## config.mk

```make
export PLATFORM = sky130hd
export DESIGN_NAME = uhpc_ctrl
export DESIGN_NICKNAME = d
export VERILOG_FILES = /design/src/rtl/uhpc_pkg.sv /design/src/rtl/uhpc_ctrl.sv /design/src/rtl/uhpc_fifo.sv
export SDC_FILE = /design/constraint.sdc
export NUM_CORES = 1
export LEC_CHECK = 0
export BUFFER_PORTS_ARGS = -buffer_cell sky130_fd_sc_hd__buf_2
export CORE_MARGIN = 1
export CORE_UTILIZATION = 30
export CTS_BUF_LIST = sky130_fd_sc_hd__clkbuf_4 sky130_fd_sc_hd__clkbuf_8
export DETAILED_ROUTE_END_ITERATION = 10
export GPL_TIMING_DRIVEN = 0
export PLACE_DENSITY_LB_ADDON = 0.3
export SLEW_MARGIN = 20
export SYNTH_ARGS = -nofsm -noshare
export SYNTH_HDL_FRONTEND = slang
export SYNTH_SLANG_ARGS = --single-unit
```

## constraint.sdc

```tcl
create_clock -name i_mclk -period 10.4 [get_ports i_mclk]
set_input_delay 1.04 -clock i_mclk [delete_from_list [all_inputs] [get_ports i_mclk]]
set_output_delay 1.04 -clock i_mclk [all_outputs]
set_load 0.03 [all_outputs]
```

## src/rtl/uhpc_pkg.sv

```systemverilog
package uhpc_pkg;
  // widths and depths
  localparam int DATA_W = 8;
  localparam int ADDR_W = 3;
  localparam int FIFO_DEPTH = 16;
  localparam int DIV_W = 16;

  // register addresses
  localparam logic [2:0] ADDR_DATA = 3'h0;
  localparam logic [2:0] ADDR_IRQ_EN = 3'h1;
  localparam logic [2:0] ADDR_STATUS = 3'h2;
  localparam logic [2:0] ADDR_DIV_LO = 3'h3;
  localparam logic [2:0] ADDR_DIV_HI = 3'h4;
  localparam logic [2:0] ADDR_MODEM_CTL = 3'h5;
  localparam logic [2:0] ADDR_SCRATCH = 3'h7;

  // reset values
  localparam logic [7:0] IRQ_EN_RST = 8'h00;
  localparam logic [7:0] DIV_LO_RST = 8'h01;
  localparam logic [7:0] DIV_HI_RST = 8'h00;
  localparam logic [7:0] MODEM_CTL_RST = 8'h00;
  localparam logic [7:0] SCRATCH_RST = 8'h00;
  localparam logic [7:0] BYTE_ZERO = 8'h00;

  // field positions
  localparam int MCR_IRQ_OE_BIT = 3;
  localparam int MCR_PRESCALE_BIT = 7;
  localparam int IER_RX_BIT = 0;
  localparam int IER_TX_BIT = 1;
  localparam int STAT_RX_AVAIL_BIT = 0;
  localparam int STAT_TX_EMPTY_BIT = 1;
  localparam int STAT_TX_FULL_BIT = 2;

  // sampling and prescale counts
  localparam logic [1:0] PRESCALE_LAST = 2'h3;
  localparam logic [3:0] SAMPLE_LAST = 4'hf;
  localparam logic [3:0] SAMPLE_MID = 4'h7;
  localparam logic [3:0] SAMPLE_ZERO = 4'h0;
  localparam logic [2:0] BIT_LAST = 3'h7;
  localparam logic [2:0] BIT_ZERO = 3'h0;

  // reset pulse timing
  localparam int CLK_PERIOD_NS = 100;
  localparam int RESET_MIN_NS = 40;
  localparam int RESET_MIN_RAW = (RESET_MIN_NS + CLK_PERIOD_NS - 1) / CLK_PERIOD_NS;
  localparam int RESET_MIN_CYC = (RESET_MIN_RAW < 1) ? 1 : RESET_MIN_RAW;

  typedef enum logic [1:0] {
    SER_IDLE = 2'b00,
    SER_START = 2'b01,
    SER_DATA = 2'b10,
    SER_STOP = 2'b11
  } uhpc_ser_state_t;

  typedef struct packed {
    logic cs_n;
    logic read_strobe_n;
    logic write_strobe_n;
    logic [2:0] addr;
    logic [7:0] data;
  } uhpc_bus_t;
endpackage

```

## src/rtl/uhpc_ctrl.sv

```systemverilog
`timescale 1ns/1ps
module uhpc_ctrl
  import uhpc_pkg::*;
(
  // clock and reset
  input wire logic i_mclk,
  input wire logic i_rst_n,
  // host bus
  input wire uhpc_pkg::uhpc_bus_t i_bus,
  input wire logic i_bus_style_sel,
  input wire logic i_reset_pin,
  output logic [7:0] o_data,
  output logic o_data_oe,
  output logic o_int_out,
  output logic o_int_oe,
  // power control
  input wire logic i_power_save_isolate_in,
  input wire logic i_charge_pump_autosleep_in,
  input wire logic i_osc_stopped,
  output logic o_charge_pump_on,
  output logic o_dev_reset,
  // serial
  input wire logic i_rx_serial,
  output logic o_tx_serial
);
  logic dev_rst, rd_act, wr_act, rd_act_q, wr_act_q, rd_end, wr_end;
  logic [2:0] addr_q;
  logic [7:0] wdata_q, irq_en_q, div_lo_q, div_hi_q, mcr_q, scratch_q;
  logic tx_empty, tx_full, rx_empty, rx_full, tx_pop, rx_push, irq;
  logic [7:0] tx_head, rx_head;
  logic [1:0] pre_q;
  logic pre_tick, tick16;
  logic [DIV_W-1:0] div_cnt_q, div_val;
  uhpc_ser_state_t tx_st_q, rx_st_q;
  logic [3:0] tx_cnt_q, rx_cnt_q;
  logic [2:0] tx_bit_q, rx_bit_q;
  logic [7:0] tx_sh_q, rx_sh_q;
  logic [7:0] o_data_q, status;
  logic o_data_oe_q, o_int_out_q, o_int_oe_q, o_cp_on_q, o_dev_reset_q, o_tx_q;

  // reset pin polarity follows the bus style
  function automatic logic pin_reset(input logic style, input logic lvl);
    return style ? lvl : !lvl;
  endfunction

  // register read decode
  function automatic logic [7:0] reg_read(input logic [2:0] a, input logic [7:0] st);
    unique case (a)
      ADDR_DATA: return rx_head;
      ADDR_IRQ_EN: return irq_en_q;
      ADDR_STATUS: return st;
      ADDR_DIV_LO: return div_lo_q;
      ADDR_DIV_HI: return div_hi_q;
      ADDR_MODEM_CTL: return mcr_q;
      ADDR_SCRATCH: return scratch_q;
      default: return BYTE_ZERO;
    endcase
  endfunction

  // combined device reset
  assign dev_rst = !i_rst_n || pin_reset(i_bus_style_sel, i_reset_pin);

  // bus decode, gated off while isolated
  assign wr_act = !i_power_save_isolate_in && !i_bus.cs_n && !i_bus.write_strobe_n;
  assign rd_act = !i_power_save_isolate_in && !i_bus.cs_n
    && (i_bus_style_sel ? !i_bus.read_strobe_n : i_bus.write_strobe_n);
  assign wr_end = wr_act_q && !wr_act && !i_power_save_isolate_in;
  assign rd_end = rd_act_q && !rd_act && !i_power_save_isolate_in;

  // cycle tracking and write data capture
  always_ff @(posedge i_mclk) begin
    if (dev_rst) begin
      wr_act_q <= 1'b0;
      rd_act_q <= 1'b0;
      addr_q <= ADDR_DATA;
      wdata_q <= BYTE_ZERO;
    end else begin
      wr_act_q <= wr_act;
      rd_act_q <= rd_act;
      if (wr_act || rd_act) begin
        addr_q <= i_bus.addr;
      end
      if (wr_act) begin
        wdata_q <= i_bus.data;
      end
    end
  end

  // configuration registers
  always_ff @(posedge i_mclk) begin
    if (dev_rst) begin
      irq_en_q <= IRQ_EN_RST;
      div_lo_q <= DIV_LO_RST;
      div_hi_q <= DIV_HI_RST;
      mcr_q <= MODEM_CTL_RST;
      scratch_q <= SCRATCH_RST;
    end else if (wr_end) begin
      unique case (addr_q)
        ADDR_IRQ_EN: irq_en_q <= wdata_q;
        ADDR_DIV_LO: div_lo_q <= wdata_q;
        ADDR_DIV_HI: div_hi_q <= wdata_q;
        ADDR_MODEM_CTL: mcr_q <= wdata_q;
        ADDR_SCRATCH: scratch_q <= wdata_q;
        default: ;
      endcase
    end
  end

  // transmit and receive fifos
  uhpc_fifo #(.W(DATA_W), .D(FIFO_DEPTH)) u_tx_fifo (
    .i_mclk(i_mclk), .i_clr(dev_rst),
    .i_push(wr_end && addr_q == ADDR_DATA), .i_data(wdata_q), .o_full(tx_full),
    .i_pop(tx_pop), .o_data(tx_head), .o_empty(tx_empty)
  );
  uhpc_fifo #(.W(DATA_W), .D(FIFO_DEPTH)) u_rx_fifo (
    .i_mclk(i_mclk), .i_clr(dev_rst),
    .i_push(rx_push), .i_data(rx_sh_q), .o_full(rx_full),
    .i_pop(rd_end && addr_q == ADDR_DATA), .o_data(rx_head), .o_empty(rx_empty)
  );

  // prescaler and divisor give the sampling tick
  assign pre_tick = !mcr_q[MCR_PRESCALE_BIT] || (pre_q == PRESCALE_LAST);
  assign div_val = {div_hi_q, div_lo_q};
  assign tick16 = pre_tick && (div_cnt_q + 1'b1 >= div_val);
  always_ff @(posedge i_mclk) begin
    if (dev_rst) begin
      pre_q <= '0;
      div_cnt_q <= '0;
    end else begin
      pre_q <= pre_q + 1'b1;
      if (tick16) begin
        div_cnt_q <= '0;
      end else if (pre_tick) begin
        div_cnt_q <= div_cnt_q + 1'b1;
      end
    end
  end

  // transmitter, 8 data bits with one start and one stop bit
  assign tx_pop = tick16 && tx_st_q == SER_IDLE && !tx_empty;
  always_ff @(posedge i_mclk) begin
    if (dev_rst) begin
      tx_st_q <= SER_IDLE;
      tx_cnt_q <= SAMPLE_ZERO;
      tx_bit_q <= BIT_ZERO;
      tx_sh_q <= BYTE_ZERO;
      o_tx_q <= 1'b1;
    end else if (tick16) begin
      tx_cnt_q <= tx_cnt_q + 1'b1;
      unique case (tx_st_q)
        SER_IDLE: begin
          tx_cnt_q <= SAMPLE_ZERO;
          if (!tx_empty) begin
            tx_sh_q <= tx_head;
            tx_st_q <= SER_START;
            o_tx_q <= 1'b0;
          end
        end
        SER_START: if (tx_cnt_q == SAMPLE_LAST) begin
          tx_st_q <= SER_DATA;
          tx_bit_q <= BIT_ZERO;
          o_tx_q <= tx_sh_q[0];
        end
        SER_DATA: if (tx_cnt_q == SAMPLE_LAST) begin
          tx_bit_q <= tx_bit_q + 1'b1;
          tx_sh_q <= {1'b0, tx_sh_q[7:1]};
          o_tx_q <= (tx_bit_q == BIT_LAST) ? 1'b1 : tx_sh_q[1];
          if (tx_bit_q == BIT_LAST) begin
            tx_st_q <= SER_STOP;
          end
        end
        SER_STOP: if (tx_cnt_q == SAMPLE_LAST) begin
          tx_st_q <= SER_IDLE;
        end
      endcase
    end
  end

  // receiver, start bit checked at mid-bit, data sampled one bit later
  assign rx_push = tick16 && rx_st_q == SER_STOP && rx_cnt_q == SAMPLE_LAST
    && i_rx_serial && !rx_full;
  always_ff @(posedge i_mclk) begin
    if (dev_rst) begin
      rx_st_q <= SER_IDLE;
      rx_cnt_q <= SAMPLE_ZERO;
      rx_bit_q <= BIT_ZERO;
      rx_sh_q <= BYTE_ZERO;
    end else if (tick16) begin
      rx_cnt_q <= rx_cnt_q + 1'b1;
      unique case (rx_st_q)
        SER_IDLE: begin
          rx_cnt_q <= SAMPLE_ZERO;
          if (!i_rx_serial) begin
            rx_st_q <= SER_START;
          end
        end
        SER_START: if (rx_cnt_q == SAMPLE_MID) begin
          rx_cnt_q <= SAMPLE_ZERO;
          rx_bit_q <= BIT_ZERO;
          rx_st_q <= i_rx_serial ? SER_IDLE : SER_DATA;
        end
        SER_DATA: if (rx_cnt_q == SAMPLE_LAST) begin
          rx_sh_q <= {i_rx_serial, rx_sh_q[7:1]};
          rx_bit_q <= rx_bit_q + 1'b1;
          if (rx_bit_q == BIT_LAST) begin
            rx_st_q <= SER_STOP;
          end
        end
        SER_STOP: if (rx_cnt_q == SAMPLE_LAST) begin
          rx_st_q <= SER_IDLE;
        end
      endcase
    end
  end

  // pending interrupt sources
  assign irq = (irq_en_q[IER_RX_BIT] && !rx_empty) || (irq_en_q[IER_TX_BIT] && tx_empty);
  assign status = {5'h00, tx_full, tx_empty, !rx_empty};

  // registered outputs
  always_ff @(posedge i_mclk) begin
    if (dev_rst) begin
      o_data_q <= BYTE_ZERO;
      o_data_oe_q <= 1'b0;
      o_int_out_q <= 1'b0;
      o_int_oe_q <= 1'b0;
    end else begin
      o_data_q <= rd_act ? reg_read(i_bus.addr, status) : BYTE_ZERO;
      o_data_oe_q <= rd_act;
      o_int_out_q <= i_bus_style_sel && irq;
      o_int_oe_q <= i_bus_style_sel ? mcr_q[MCR_IRQ_OE_BIT] : irq;
    end
  end

  // power and reset indicators
  always_ff @(posedge i_mclk) begin
    if (!i_rst_n) begin
      o_cp_on_q <= 1'b1;
      o_dev_reset_q <= 1'b1;
    end else begin
      o_cp_on_q <= !(i_charge_pump_autosleep_in && i_osc_stopped);
      o_dev_reset_q <= dev_rst;
    end
  end

  assign o_data = o_data_q;
  assign o_data_oe = o_data_oe_q;
  assign o_int_out = o_int_out_q;
  assign o_int_oe = o_int_oe_q;
  assign o_charge_pump_on = o_cp_on_q;
  assign o_dev_reset = o_dev_reset_q;
  assign o_tx_serial = o_tx_q;

  property p_isolate_no_drive;
    @(posedge i_mclk) disable iff (!i_rst_n) i_power_save_isolate_in |=> !o_data_oe;
  endproperty
  a_isolate_no_drive: assert property (p_isolate_no_drive) else $error("bus driven while isolated");
  property p_cp_off;
    @(posedge i_mclk) disable iff (!i_rst_n)
      i_charge_pump_autosleep_in && i_osc_stopped |=> !o_charge_pump_on;
  endproperty
  a_cp_off: assert property (p_cp_off) else $error("charge pump not turned off");
  property p_cp_on;
    @(posedge i_mclk) disable iff (!i_rst_n)
      !(i_charge_pump_autosleep_in && i_osc_stopped) |=> o_charge_pump_on;
  endproperty
  a_cp_on: assert property (p_cp_on) else $error("charge pump off without cause");
  property p_reset_polarity;
    @(posedge i_mclk) disable iff (!i_rst_n)
      (i_bus_style_sel == i_reset_pin) [*1] |=> o_dev_reset && o_tx_serial;
  endproperty
  a_reset_polarity: assert property (p_reset_polarity) else $error("reset pin not honoured");
  property p_reset_defaults;
    @(posedge i_mclk) dev_rst |=> div_lo_q == DIV_LO_RST && mcr_q == MODEM_CTL_RST && tx_empty;
  endproperty
  a_reset_defaults: assert property (p_reset_defaults) else $error("register not at default");
  property p_reset_tx_idle;
    @(posedge i_mclk) dev_rst [*2] |-> o_tx_serial && !o_data_oe && !o_int_oe;
  endproperty
  a_reset_tx_idle: assert property (p_reset_tx_idle) else $error("outputs active in reset");
  property p_dir_ignores_rd;
    @(posedge i_mclk) disable iff (dev_rst)
      !i_bus_style_sel && !i_power_save_isolate_in && !i_bus.cs_n && !i_bus.write_strobe_n
      |=> !o_data_oe;
  endproperty
  a_dir_ignores_rd: assert property (p_dir_ignores_rd) else $error("read during write cycle");
  property p_write_on_rise;
    @(posedge i_mclk) disable iff (dev_rst)
      wr_end && addr_q == ADDR_SCRATCH |=> scratch_q == $past(wdata_q);
  endproperty
  a_write_on_rise: assert property (p_write_on_rise) else $error("write not stored");
  property p_irq_style;
    @(posedge i_mclk) disable iff (dev_rst)
      !i_bus_style_sel |=> !o_int_out && (o_int_oe == $past(irq));
  endproperty
  a_irq_style: assert property (p_irq_style) else $error("open drain irq wrong");
  property p_irq_strobe;
    @(posedge i_mclk) disable iff (dev_rst)
      i_bus_style_sel |=> o_int_oe == $past(mcr_q[MCR_IRQ_OE_BIT]) && o_int_out == $past(irq);
  endproperty
  a_irq_strobe: assert property (p_irq_strobe) else $error("strobe irq wrong");
  property p_tx_start_bit;
    @(posedge i_mclk) disable iff (dev_rst) tx_pop |=> !o_tx_serial;
  endproperty
  a_tx_start_bit: assert property (p_tx_start_bit) else $error("no start bit");
  c_write: cover property (@(posedge i_mclk) wr_end);
  c_rx_byte: cover property (@(posedge i_mclk) rx_push);
  c_tx_full: cover property (@(posedge i_mclk) tx_full);
  c_isolated_cycle: cover property (@(posedge i_mclk) i_power_save_isolate_in && !i_bus.cs_n);
endmodule // uhpc_ctrl

```

## src/rtl/uhpc_fifo.sv

```systemverilog
`timescale 1ns/1ps
module uhpc_fifo #(
  parameter int W = 8,
  parameter int D = 16
) (
  // clock and clear
  input wire logic i_mclk,
  input wire logic i_clr,
  // fill side
  input wire logic i_push,
  input wire logic [W-1:0] i_data,
  output logic o_full,
  // drain side
  input wire logic i_pop,
  output logic [W-1:0] o_data,
  output logic o_empty
);
  localparam int AW = $clog2(D);
  localparam logic [AW:0] DEPTH = (AW+1)'(D); // full count needs the extra bit

  logic [W-1:0] mem [D];
  logic [AW-1:0] wr_q;
  logic [AW-1:0] rd_q;
  logic [AW:0] cnt_q;
  logic do_push;
  logic do_pop;

  // pushes into a full fifo and pops from an empty one are dropped
  assign do_push = i_push && (cnt_q != DEPTH);
  assign do_pop = i_pop && (cnt_q != '0);
  assign o_full = (cnt_q == DEPTH);
  assign o_empty = (cnt_q == '0);
  assign o_data = mem[rd_q];

  // storage
  always_ff @(posedge i_mclk) begin
    if (do_push) begin
      mem[wr_q] <= i_data;
    end
  end

  // pointers and fill count
  always_ff @(posedge i_mclk) begin
    if (i_clr) begin
      wr_q <= '0;
      rd_q <= '0;
      cnt_q <= '0;
    end else begin
      if (do_push) begin
        wr_q <= wr_q + 1'b1;
      end
      if (do_pop) begin
        rd_q <= rd_q + 1'b1;
      end
      cnt_q <= cnt_q + (AW+1)'(do_push) - (AW+1)'(do_pop);
    end
  end
endmodule // uhpc_fifo

```

==> key figures <==
Run status
  • Status: finished, final reports clean

Global route
  • First-pass GRT wire length: 62800 um
  • Gr usage total: 14.5%
  • Top Usage Layer GRT: met2
  • Met1 GRT Util: 19.1%
  • Vias in the first global route: 10600
  • GR Layer Usage met3: 3.10%
  • Largest net degree at the start of global routing: 23
  • GR Layer Usage met2: 23.7%
  • Initial antenna violation count: 2
  • Grt total ovfl: 0

Die
  • Die Y: 241 um
  • Num rows: 87
  • Die Area: 0.0583 mm2
  • I/O pins: 36
  • Core Region: 0.0565 mm2
  • Chip width: 241 um
  • Starting density of the core: 30.4%

Setup path
  • CP bufs+invs: 4
  • Data arrival, critical path: 6.24 ns
  • Crit Path Category: reg2reg
  • CP endpoint kind: flop
  • Cell-by-cell listing of the critical path: ha_1 > nand3_1 > nor4_1 > nand3_1 > xnor2_1 > ha_1 > nand4_1 > or4_1 > o31ai_2 > o21ai_2 > buf_6 > nor3b_2 > ha_1 > inv_1 > ha_1 > inv_1 > fa_1 > inv_1 > a21oi_1 > nor2_1 > or3_1 > a21oi_1
  • Cell mode on critical path: ha_1
  • CP max stage delay: 0.67 ns
  • CP startpoint: div_cnt_q[0]
  • Worst r2r src: div_cnt_q[0]
  • CP required: 10.86 ns
  • CP delay by family, top: simple AND/OR/NAND/NOR gates
  • Crit path max fanout: 10
  • Startpoint type of the worst setup path: flop
  • Slowest cell on the critical path: nor4_1

Routing
  • Starting DRT DRC Count: 728
  • Router iterations before antenna repair: 5
  • ANT nets after route: 0
  • Routed len/inst: 19.0 um
  • WL final: 41200 um
  • Routed vias: 10400
  • Drt drc: 0
  • Vias per cell: 4.80

Min path
  • Worst hold path startpoint: pre_q[0]
  • Min-Delay Path Class: reg2reg

CTS
  • Setup Fix Bufs, Post-CTS: 0
  • # clock sinks: 408
  • Hold buffers post-CTS: 0
  • TritonCTS clock tree: built
  • Worst-Skew Late Latency: 0.64 ns
  • Root buf cell: clkbuf_8
  • # H-tree levels: 3
  • Total clock buffers created by CTS: 70
  • Clk buf depth: 3
  • Worst-path clk slew: 0.06 ns
  • Post-cts gate resize count: 0

Timing
  • Setup TNS: 0 ns
  • Least-Margin Pin Slew: 1.12 ns
  • Final setup vio count: 0
  • Final min period: 5.78 ns
  • Worst Clk Skew: 0.0431 ns
  • Fin crit share: 55.6%
  • RSZ-0062 raised after global routing: false
  • Worst slew margin: 24.9%
  • Final Hold Viols: 0
  • Max frequency: 173 MHz
  • Slew Viols, Final: 0

Pwr
  • Sw Share: 26.1%
  • Internal Power: 0.00272 W
  • Logic pwr share: 13.3%
  • Max VDD drop: 0.0747 mV
  • PD cells: 187 mW/mm2
  • Lkg Pwr: 6.19 nW
  • Sw power: 0.000959 W
  • PnR Total Power: 0.00368 W
  • Seq pwr share: 48.0%
  • Clock share of power: 38.8%

Placed design
  • DP Wirelength: 28300 um
  • Final Wtd Congestion: 0.804
  • I/O Buffers: 32

Yosys
  • Fraction of registers with async set/reset: 0%
  • Post-synthesis cell count: 1255
  • Post-synth cell types: 58
  • Most used DFF post-synth: edfxtp_1
  • Synthesized Nets: 1329
  • Yosys reg bits: 408
  • EDFF count, synth: 256
  • Register area share after synthesis: 62.4%
  • Synth warn: 0
  • Post-synthesis cell area: 0.0172 mm2
  • Syn Area/Cell: 13.7 um2

Cells and area
  • Ant. Diodes: 0
  • Area growth from synthesis to layout: 14.7%
  • Fin util: 34.9%
  • Layout Nets: 1436
  • Share of cells above drive strength 1: 18.1%

Job
  • Maxcap violations: 0
routing by layer:
| layer | wire length, um | vias to the layer above |
|---|---|---|
| met3 | 1950 | 67 |
| li1 | - | 4917 |
| met1 | 18600 | 5208 |
| met5 | 13 | - |
| met2 | 19800 | 221 |
| met4 | 827 | 2 |
placed cells by master, fill, tap and decap left out, types with 14 or more instances in the layout:
cell type and n:
clkbuf_1 44, inv_1 37, nor2b_1 14, dfxtp_1 152
a211oi_1 23, clkbuf_8 78, clkbuf_4 24, xor2_1 22
mux4_2 73, a21oi_1 70, nor2_1 121, edfxtp_1 256
nand2_1 86, mux2i_1 66, nand3_1 27, xnor2_1 21
buf_2 42, and3_1 21, o21ai_0 24, ha_1 50
final timing paths:
path	endpoint	slack, ns	cells after the start
worst max register to register	u_tx_fifo.cnt_q[4]	4.62	22
worst min register to register	pre_q[0]	0.43	1
worst min-delay path	pre_q[0]	0.43	1
worst max-delay path	u_tx_fifo.cnt_q[4]	4.62	22
area by class of cell:
type | count | area, um2
tap | 756 | 946
timing repair buffer | 35 | 183
multi-input combinational | 742 | 6080
clock buffer | 102 | 1250
buffer | 67 | 272
clock inverter | 21 | 123
inverter | 38 | 143
fill | 5474 | 36800
sequential | 408 | 10700
power by group through the flow:
stage	sequential [W]	clock [W]	combinational, W
2_1_floorplan	0.00180	0	0.000360
3_3_place_gp	0.00180	0	0.000482
3_5_place_dp	0.00180	0	0.000492
4_1_cts	0.00177	0.00147	0.000496
5_1_grt	0.00177	0.00154	0.000541
6_report	0.00177	0.00143	0.000488
sequential cells by signal (all words and copies together), names as in the netlist, 5 cells and up, named ones only:
name             count
u_rx_fifo.mem      128
div_hi_q             8
rx_sh_q              8
tx_sh_q              8
u_rx_fifo.cnt_q      5
wdata_q              8
u_tx_fifo.cnt_q      5
o_data               8
scratch_q            8
mcr_q                8
irq_en_q             8
u_tx_fifo.mem      128
div_cnt_q           16
div_lo_q             8
synth_stat cells (all sizes together) (2+ instances only):
cell type,n,area [um2]
a211oi,23,173
a21bo,2,20.0
a21o,3,22.5
a21oi,70,350
a221o,2,20.0
a22o,5,43.8
a22oi,6,45.0
a311oi,4,35.0
a31oi,2,12.5
a41o,2,20.0
and2,6,37.5
and3,21,131
and4,3,26.3
buf,23,106
clkbuf,44,165
dfxtp,152,3040
edfxtp,256,7690
fa,2,40.0
ha,50,626
inv,38,143
mux2,6,67.6
mux2i,66,661
mux4,73,1640
nand2,86,323
nand2b,7,43.8
nand3,27,135
nand3b,5,37.5
nand4,10,62.6
nor2,121,454
nor2b,14,87.6
nor3,9,50.1
nor3b,6,50.1
nor4,4,31.3
o211a,2,20.0
o21a,5,37.5
o21ai,25,129
o22ai,6,37.5
o31ai,4,35.0
or2,2,12.5
or3,8,50.1
or4,5,37.5
xnor2,21,184
xor2,22,193
per-stage QoR:
stage,std cells,instance area [um2],hold slack [ns],setup WS (ns)
6_report,2169,19700,0.430,4.62
4_1_cts,2169,19700,0.426,4.60
5_1_grt,2169,19700,0.451,4.25
2_1_floorplan,1255,17200,0.399,5.70
3_3_place_gp,2043,18300,0.406,4.69
3_5_place_dp,2046,18400,0.418,4.64
logic make-up after synthesis:
family / after synthesis / synth area share [%]
flops: 408 / 62.4
compound gates: 166 / 6.08
simple gates: 336 / 9.27
mux: 145 / 13.8
buf+inv: 105 / 2.41
xor+xnor: 43 / 2.19
fa+ha+maj: 52 / 3.87
Power figures use the tool's default switching activity.
